File: config.mk
export PLATFORM = sky130hd
export DESIGN_NAME = pcic_pixel_flat
export DESIGN_NICKNAME = d
export VERILOG_FILES = /design/src/rtl/pcic_pkg.sv /design/src/rtl/pcic_if.sv /design/src/rtl/pcic_delay_line.sv /design/src/rtl/pcic_pixel.sv /design/src/flat_wrapper.sv
export VERILOG_INCLUDE_DIRS = /design/src /design/src/rtl
export SDC_FILE = /design/constraint.sdc
export NUM_CORES = 1
export LEC_CHECK = 0
export ABC_AREA = 1
export BUFFER_PORTS_ARGS = -buffer_cell sky130_fd_sc_hd__buf_2
export CAP_MARGIN = 15
export CORE_MARGIN = 2
export CORE_UTILIZATION = 48
export DETAILED_ROUTE_END_ITERATION = 7
export GPL_ROUTABILITY_DRIVEN = 1
export PLACE_DENSITY = 0.82
export SLEW_MARGIN = 30
export SYNTH_ARGS = -nofsm -noshare
export SYNTH_HDL_FRONTEND = slang
export SYNTH_SLANG_ARGS = --single-unit
File: constraint.sdc
create_clock -name ref_clk -period 3.4 [get_ports ref_clk]
set_input_delay 0.51 -clock ref_clk [delete_from_list [all_inputs] [get_ports ref_clk]]
set_output_delay 0.51 -clock ref_clk [all_outputs]
set_load 0.01 [all_outputs]
File: src/rtl/pcic_defines.svh
// pcic_defines.svh: constants of the calibration injection control
// assumes: included by bare name from pcic package and modules
`ifndef PCIC_DEFINES_SVH
`define PCIC_DEFINES_SVH
`define PCIC_MODE_UNIFORM     1'b0
`define PCIC_MODE_ALTERNATING 1'b1
`define PCIC_DELAY_W          4
`define PCIC_DELAY_RESET      4'h0
`define PCIC_SKEW_NS          2
`define PCIC_CLK_NS           10
`define PCIC_BASE_PERIOD_US   100
`define PCIC_BASE_LEN_NS      100
`define PCIC_BASE_LEN_CYC \
    ((`PCIC_BASE_LEN_NS + `PCIC_CLK_NS - 1) / `PCIC_CLK_NS)
`define PCIC_BASE_PERIOD_CYC \
    ((`PCIC_BASE_PERIOD_US * 1000) / `PCIC_CLK_NS)
`endif

File: src/rtl/pcic_pkg.sv
// pcic_pkg.sv: types of the calibration injection control
// assumes: pcic_defines.svh on the include path
`include "pcic_defines.svh"
package pcic_pkg;
    typedef enum logic [2:0] {
        PCIC_IDLE   = 3'b000,
        PCIC_PRIME  = 3'b001,
        PCIC_SETTLE = 3'b010,
        PCIC_EDGE   = 3'b011,
        PCIC_AUX    = 3'b100,
        PCIC_FALL   = 3'b101,
        PCIC_DONE   = 3'b110
    } pcic_state_e;
    typedef struct packed {
        pcic_state_e  state;
        logic [15:0]  count;
        logic [15:0]  base_count;
        logic         edge_lvl;
        logic         aux_lvl;
        logic         baseline;
        logic         busy;
        logic         double_pulse;
    } pcic_ctl_s;
endpackage

File: src/rtl/pcic_if.sv
// pcic_if.sv: array-wide calibration signals, decoder to pixel
// assumes: one clock, ref_clk, shared by both ends
`timescale 1ns/1ns
`default_nettype none
`include "pcic_defines.svh"
interface pcic_if;
    logic                      inject_strobe;
    logic                      inject_aux;
    logic                      inject_mode;
    logic [`PCIC_DELAY_W-1:0]  fine_delay;
    logic                      baseline_acq;
    modport ctrl (
        output inject_strobe,
        output inject_aux,
        output inject_mode,
        output fine_delay,
        output baseline_acq
    );
    modport pixel (
        input inject_strobe,
        input inject_aux,
        input inject_mode,
        input fine_delay,
        input baseline_acq
    );
endinterface
`default_nettype wire

File: src/rtl/pcic_delay_line.sv
// pcic_delay_line.sv: chip-wide phase shift of the strobe
// assumes: one instance per pixel, all sharing fine_delay; delay is static
`timescale 1ns/1ns
`default_nettype none
`include "pcic_defines.svh"
module pcic_delay_line
    import pcic_pkg::*;
#(
    parameter int DEPTH = 16
) (
    input  wire logic                     ref_clk,
    input  wire logic                     rstn,
    input  wire logic                     din,
    input  wire logic [`PCIC_DELAY_W-1:0] sel,
    output logic                          dout
);
    logic [DEPTH-1:0] taps;
    logic [DEPTH-1:0] next_taps;

    // shift register of strobe samples
    always_comb begin
        next_taps = {taps[DEPTH-2:0], din};
    end

    always_ff @(posedge ref_clk or negedge rstn) begin
        if (!rstn) begin
            taps <= '0;
        end else begin
            taps <= next_taps;
        end
    end

    // tap zero is the raw strobe, no added phase
    assign dout = (sel == '0) ? din : taps[sel - 1'b1];
endmodule
`default_nettype wire

File: src/rtl/pcic_pixel.sv
// pcic_pixel.sv: per-pixel derivation of the two inject switches
// assumes: strobe and aux are array-wide, from the command decoder
`timescale 1ns/1ns
`default_nettype none
`include "pcic_defines.svh"
// Operation
// - inject only when enabled, on switch rise
// - controller primes by lowering a switch first
// - each pixel holds own calibration enable
// - one global fine delay shifts the strobe
// - uniform: first=or, second=not strobe and aux
// - strobe rise fires first, fall fires second
// - aux starts low, rises after strobe
// - alternating: odd pixels swap both switches
// - parity is row plus column
// - switch assignment ignores the enable
// - mode bit: 0 uniform, 1 alternating
// - strobe reaches all pixels within 2 ns
// - controller fires first before second
// - two pulses after one priming allowed
// - single pulse: hold second, toggle first
// - controller leaves settling after priming
// - strobe edge time and width user set
// - switches derived locally from two signals
// - one command primes and injects
// - baseline every 100 us, lasting 100 ns
module pcic_pixel
    import pcic_pkg::*;
#(
    parameter int ROW_W = 9,
    parameter int COL_W = 9,
    parameter int DEPTH = 16
) (
    input  wire logic              ref_clk,
    input  wire logic              rstn,
    pcic_if.pixel                  bus,
    input  wire logic [ROW_W-1:0]  row,
    input  wire logic [COL_W-1:0]  col,
    input  wire logic              cfg_write,
    input  wire logic              cfg_enable,
    output logic                   cal_enable,
    output logic                   first_inject_switch,
    output logic                   second_inject_switch,
    output logic                   inject_upper,
    output logic                   inject_middle,
    output logic                   baseline_hold
);
    typedef struct packed {
        logic enable;
        logic prev_first;
        logic prev_second;
    } pcic_pix_s;

    pcic_pix_s r;
    pcic_pix_s next_r;
    logic      strobe_d;
    logic      or_term;
    logic      and_term;
    logic      odd;

    // global phase shift, one setting for all pixels
    pcic_delay_line #(.DEPTH(DEPTH)) pcic_delay_line_inst (
        .ref_clk (ref_clk),
        .rstn    (rstn),
        .din     (bus.inject_strobe),
        .sel     (bus.fine_delay),
        .dout    (strobe_d)
    );

    // local switch derivation, no flops on the path
    always_comb begin
        or_term  = strobe_d | bus.inject_aux;
        and_term = ~strobe_d & bus.inject_aux;
        odd      = row[0] ^ col[0];
        if (bus.inject_mode == `PCIC_MODE_ALTERNATING && odd) begin
            first_inject_switch  = and_term;
            second_inject_switch = or_term;
        end else begin
            first_inject_switch  = or_term;
            second_inject_switch = and_term;
        end
    end

    // enable bit and edge history
    always_comb begin
        next_r             = r;
        if (cfg_write) begin
            next_r.enable  = cfg_enable;
        end
        next_r.prev_first  = first_inject_switch;
        next_r.prev_second = second_inject_switch;
    end

    always_ff @(posedge ref_clk or negedge rstn) begin
        if (!rstn) begin
            r <= '0;
        end else begin
            r <= next_r;
        end
    end

    // injection pulses on rising switches, enabled pixels only
    assign inject_upper  = r.enable & first_inject_switch
                           & ~r.prev_first;
    assign inject_middle = r.enable & second_inject_switch
                           & ~r.prev_second;
    assign cal_enable    = r.enable;
    assign baseline_hold = bus.baseline_acq;
endmodule
`default_nettype wire

File: src/flat_wrapper.sv
// flat-port wrapper written by rule: the top's interface ports become plain ports
module pcic_pixel_flat import pcic_pkg::*;
#(
    parameter int ROW_W = 9,
    parameter int COL_W = 9,
    parameter int DEPTH = 16
)
  (ref_clk, rstn, row, col, cfg_write, cfg_enable, cal_enable, first_inject_switch, second_inject_switch, inject_upper, inject_middle, baseline_hold, bus_inject_strobe, bus_inject_aux, bus_inject_mode, bus_fine_delay, bus_baseline_acq);
  pcic_if bus_i ();
  input  wire logic ref_clk;
  input  wire logic rstn;
  input  wire logic [ROW_W-1:0] row;
  input  wire logic [COL_W-1:0] col;
  input  wire logic cfg_write;
  input  wire logic cfg_enable;
  output logic cal_enable;
  output logic first_inject_switch;
  output logic second_inject_switch;
  output logic inject_upper;
  output logic inject_middle;
  output logic baseline_hold;
  input wire logic [$bits(bus_i.inject_strobe)-1:0] bus_inject_strobe;
  input wire logic [$bits(bus_i.inject_aux)-1:0] bus_inject_aux;
  input wire logic [$bits(bus_i.inject_mode)-1:0] bus_inject_mode;
  input wire logic [$bits(bus_i.fine_delay)-1:0] bus_fine_delay;
  input wire logic [$bits(bus_i.baseline_acq)-1:0] bus_baseline_acq;
  assign bus_i.inject_strobe = bus_inject_strobe;
  assign bus_i.inject_aux = bus_inject_aux;
  assign bus_i.inject_mode = bus_inject_mode;
  assign bus_i.fine_delay = bus_fine_delay;
  assign bus_i.baseline_acq = bus_baseline_acq;
  pcic_pixel #(.ROW_W(ROW_W), .COL_W(COL_W), .DEPTH(DEPTH)) u_core (.ref_clk(ref_clk), .rstn(rstn), .bus(bus_i), .row(row), .col(col), .cfg_write(cfg_write), .cfg_enable(cfg_enable), .cal_enable(cal_enable), .first_inject_switch(first_inject_switch), .second_inject_switch(second_inject_switch), .inject_upper(inject_upper), .inject_middle(inject_middle), .baseline_hold(baseline_hold));
endmodule
## Yosys cells after proc, flatten, opt, wreduce, memory -nomap -nowiden

Cells that the tools add are included.
Widths: inputs -> output; s select.

- Bits of input ports: 30
- Output and inout bits: 6
- Word-level logic and storage cells: 23
- Register bits: 19

- $lt $le $gt $ge: 1
- Add/sub/neg operators: 1
- Reduce and logical (&&, ||, !) cells: 2
- Muxes and demuxes: 5
- Bitwise gates (word level): 10

Operators with widths:

| kind | count |
|---|---|
| $and 1x1->1 | 5 |
| $lt 4x5->1 const B | 1 |
| $bmux 1 s4 | 1 |
| $logic_not 4->1 | 1 |
| $mux 1 | 4 |
| $sub 4x1->4 const B | 1 |
| $not 1->1 | 3 |
| $logic_and 1x1->1 | 1 |
| $or 1x1->1 | 1 |
| $xor 1x1->1 | 1 |

## Longest topological paths before layout

- Word-level depth: 9
- Mapped depth: 14
- Mapped depth without buffers: 13

## Modules after synthesis

From an unflattened synthesis, not the netlist that was laid out.

- Cell total of the unflattened synthesis: 107
- Area, all modules: 913.4 um^2

By module, submodules not included:

| module | instances | sequential area each (um^2) | area each (um^2) | cells an instance |
|---|---|---|---|---|
| pcic_delay_line | 1 | 400.4 | 733.2 | 83 |
| pcic_pixel | 1 | 75.1 | 180.2 | 24 |

## Least setup slack after synthesis

Ideal clock, no wire load.

- Path kind: input to output
- From: input bus_fine_delay[0]
- To: output inject_middle
- Arrival time: 1.728 ns
- Buffers on the path: 1
- Cell stages on the path: 12
- Path slack: 1.162 ns
- Data required time: 2.890 ns
- Path through: buf_6 -> inv_4 -> ha_1 -> inv_1 -> nand3_1 -> nand3_1 -> nand3_1 -> nand2_1 -> nand2_1 -> nand3_1 -> nand2_1 -> nor2_2

- Word-level cells in the longest chain between the ends: 9
- Elaborated cells on any way between the ends: 11
- Those cells by class: add/sub (1); mux (4); bitwise (5); reduce/logical (1)

Ends and longest elaborated chain:

| element | line | text |
|---|---|---|
| start: declaration | flat_wrapper.sv:25 | `input wire logic [$bits(bus_i.fine_delay)-1:0] bus_fine_delay;` |
| $sub 4x1->4 | pcic_delay_line.sv:34 | `assign dout = (sel == '0) ? din : taps[sel - 1'b1];` |
| $bmux 1 s4 | pcic_delay_line.sv:34 |  |
| $mux 1 (implied by the code) | pcic_delay_line.sv:34 |  |
| $mux 1 (*) | pcic_delay_line.sv:34 |  |
| $not 1->1 | pcic_pixel.sv:73 | `and_term = ~strobe_d & bus.inject_aux;` |
| $and 1x1->1 | pcic_pixel.sv:73 |  |
| $mux 1 (*) | pcic_pixel.sv:75 | `` if (bus.inject_mode == `PCIC_MODE_ALTERNATING && odd) begin `` |
| $and 1x1->1 (*) | pcic_pixel.sv:105 | `assign inject_middle = r.enable & second_inject_switch` |
| $and 1x1->1 (*) | pcic_pixel.sv:106 | `& ~r.prev_second;` |
| end: declaration | flat_wrapper.sv:20 | `output logic inject_middle;` |

Mark *: on every way between the ends. The rest lies on a longest branch, timed or not. The select of a mux whose other input is x is not followed.

## Worst setup path after layout

- From: input bus_fine_delay[0]
- To: output inject_upper

- Word-level cells in the longest chain between the ends: 9
- Elaborated cells on any way between the ends: 11
- Those cells by class: add/sub (1); mux (4); bitwise (5); reduce/logical (1)

Ends and longest elaborated chain:

| element | line | text |
|---|---|---|
| $sub 4x1->4 | pcic_delay_line.sv:34 |  |
| $bmux 1 s4 | pcic_delay_line.sv:34 |  |
| $mux 1 (implied by the code) | pcic_delay_line.sv:34 |  |
| $mux 1 (*) | pcic_delay_line.sv:34 |  |
| $not 1->1 | pcic_pixel.sv:73 |  |
| $and 1x1->1 | pcic_pixel.sv:73 |  |
| $mux 1 (*) | pcic_pixel.sv:75 |  |
| $and 1x1->1 (*) | pcic_pixel.sv:103 | `assign inject_upper = r.enable & first_inject_switch` |
| $and 1x1->1 (*) | pcic_pixel.sv:104 | `& ~r.prev_first;` |
| end: declaration | flat_wrapper.sv:19 | `output logic inject_upper;` |

Marks and branches as above.

==> qor.yml <==
run_status:
  outcome: "completed"
placed_design:
  gp_congestion: 0.809
  place_hpwl_um: 1190
  dp_cells: 137
  io_buffers: 17
  pre_cts_slack_ns: 0.780
  post_dp_cell_area_um2: 951
worst_setup_path:
  cpPeakStageDelay_ns: 0.37
  path_common_cell: "nand3_1"
  cp_data_required_time_ns: 2.89
  startpoint_type: "input pin"
  critPathSlowestCell: "ha_1"
  r2r-end: "u_core.r[1]"
  path_max_fanout: 11
  critPathCapture: "inject_upper"
  rrSetupSlack_ns: 2.18
  path_buf_inv: 4
  critPathTopFamily: "simple AND/OR/NAND/NOR gates"
  path_cells: "buf_2 > inv_4 > ha_1 > inv_1 > nand3_1 > nand3_1 > nand3_1 > nand2_1 > nand2_1 > nand3_1 > nand2_1 > nor2_2 > buf_2"
  startpoint: "bus_fine_delay[0]"
  cp.arrival_ns: 2.12
  critical_path_depth: 13
  endpoint_kind: "primary output"
  ff2ff_path_depth: 8
  worstSetupPathType: "in2out"
  timing.rr.start: "u_core.pcic_delay_line_inst.taps[8]"
cts:
  numCtsBuffers: 3
  ctsRootBufferMaster: "clkbuf_4"
  clock_latency_ns: 0.30
  cts_tree: "built"
  cts.sinks: 19
  clk_pin_slew_ns: 0.12
  cts_setup_buffers: 0
  cts_hold_buffers: 0
  clk_path_buf_depth: 2
  cts.repair.resized: 0
  htreeDepth: 1
power_and_ir_drop:
  p_sw_mw: 0.119
  pwr-share-seq: 0.571
  p_int_mw: 0.313
  power_leakage_nw: 0.520
  p_comb_frac: 0.175
  total_power_mw: 0.433
  switching_share: 0.276
  peakVddDrop_uv: 284
  clkPwrFrac: 0.254
  powerDensity_mw_per_mm2: 442
sta:
  layout_min_cycle_time_ns: 2.63
  tightestPinTransition_ns: 0.394
  period_share: 0.774
  max-slew-margin-rel: 0.737
  final-max-slew-violation-count: 0
  hold_viol_final: 0
  fin_ws_ns: 0.769
  whs_ns: 0.113
  fin_skew_ns: 0.0210
  tns_ns: 0
  fmax_mhz: 380
  setup_viol: 0
  grt_setup_unrepaired: "false"
die:
  die_w_um: 46.2
  ios: 36
  std_cell_rows: 15
  die-area_mm2: 0.00213
  die_y_um: 46.2
  start_util: 0.500
  core_mm2: 0.00171
global_routing:
  gr-usage-all-layers: 0.150
  antenna_found_initial: 0
  grt_pass1_wl_um: 2240
  grt-ovfl-total: 0
  first_global_vias: 550
  grt_max_degree: 20
yosys:
  synth_most_common_cell: "nand2_1"
  syn-num-nets: 129
  synth.cell_area_um2: 853
  synth.top_cell.area_share: 0.557
  synthFlopType: "dfrtp_1"
  synthDistinctLibCells: 16
  avgSynthCellArea_um2: 8.80
  synth_edf_count: 0
  synth_area_leader_cell: "dfrtp_1"
  ys_seq_area_frac: 0.557
  synth_common_cells: "32 x nand2_1, 20 x nand3_1, 19 x dfrtp_1"
  synth_area_leaders: "dfrtp_1 56%, nand2_1 14%, nand3_1 12%"
  async_flop_share: 1.00
  netlist_instances: 97
  ys_ff_latch: 19
  yosys_warnings: 0
routing:
  drt_iter0_markers: 4
  routed-wl-met3_um: 49
  drc_errors: 0
  wl_met2_um: 712
  num_vias: 658
  highest_layer: "met4"
  wl_met1_um: 704
  routed_via_density: 4.67
  ant_nets: 0
  drt-pass1-iter-count: 3
  wl_um: 1480
  wire_per_inst_um: 10.5
finish:
  insertedDiodeCount: 0
  nNetsFinal: 149
  area_delta_synth_final_pct: 14.7
  final_cell_area_um2: 978
  layoutNonFillerInstCount: 141
  drive_above_1_share: 0.250
  post-route-util: 0.573
  fill_cells: 142
hold_path:
  hold_path.class: "in2async"
job:
  maxCapViolCount: 0
sequential cells by signal, indices dropped and copies added, names as in the netlist:
| name | flops |
|---|---|
| u_core.cal_enable | 1 |
| u_core.pcic_delay_line_inst.taps | 16 |
| u_core.r | 2 |
placed cells by master (no fill, tap or decap):
master    netlist  routed
nand2_1        32      32
nand3_1        20      20
dfrtp_1        19      19
buf_2           0      17
inv_1           9       9
or2_2           3       3
clkbuf_4        0       3
nor2_1          2       2
nor2_2          2       2
ha_1            2       2
inv_2           1       1
clkinv_1        1       1
inv_4           1       1
nor3_4          1       1
nand4_1         1       1
o21ai_0         1       1
clkinv_2        0       1
layer usage:
| metal | vias up | track usage |
|---|---|---|
| met1 | 303 | 0.191 |
| li1 | 345 | - |
| met4 | 0 | 0.0857 |
| met2 | 8 | 0.242 |
| met5 | - | 0 |
| met3 | 2 | 0.0235 |
worst register-to-register path: stages, from the launching register on:
cell,delay (ns)
dfrtp_1,0.40
nand2_1,0.07
nand3_1,0.08
nand3_1,0.10
nand3_1,0.10
nand3_1,0.08
nand3_1,0.09
nand2_1,0.12
inv_1,0.06
cells by family after synthesis:
logic type	count (synthesis)	share of synthesized area
AOI/OAI and AO/OA	1	0.00586
and+or+nand+nor	61	0.330
buffers and inverters	14	0.0777
DFF	19	0.557
adders and majority gates	2	0.0293
layout make-up:
class	count	area, um2	area share
Timing Repair Buffer	17	85.1	0.0870
Multi-Input combinational cell	64	312	0.318
Tap cell	25	31.3	0.0320
Clock buffer	3	22.5	0.0230
Clock inverter	1	5.00	0.00512
Sequential cell	19	475	0.486
Inverter	12	47.5	0.0486
power by group through the flow:
stage	Clock, mW	Sequential [mW]	Combinational (mW)
after floorplan	0	0.250	0.0501
after global placement	0	0.251	0.0738
after detailed placement	0	0.251	0.0760
after CTS	0.112	0.247	0.0764
after global routing	0.120	0.248	0.0854
final	0.110	0.247	0.0757
worst min path at each step:
| stage | to | from | depth (start not counted) | slack [ns] |
|---|---|---|---|---|
| 2_1_floorplan | u_core.cal_enable | rstn | 0 | 0.21 |
| 3_3_place_gp | u_core.pcic_delay_line_inst.taps[13] | u_core.pcic_delay_line_inst.taps[12] | 0 | 0.36 |
| 3_5_place_dp | u_core.pcic_delay_line_inst.taps[9] | u_core.pcic_delay_line_inst.taps[8] | 0 | 0.36 |
| 4_1_cts | u_core.pcic_delay_line_inst.taps[13] | rstn | 1 | 0.13 |
| 5_1_grt | u_core.pcic_delay_line_inst.taps[13] | rstn | 1 | 0.14 |
| 6_report | u_core.pcic_delay_line_inst.taps[13] | rstn | 1 | 0.11 |
(Power assumes the default switching activity.)
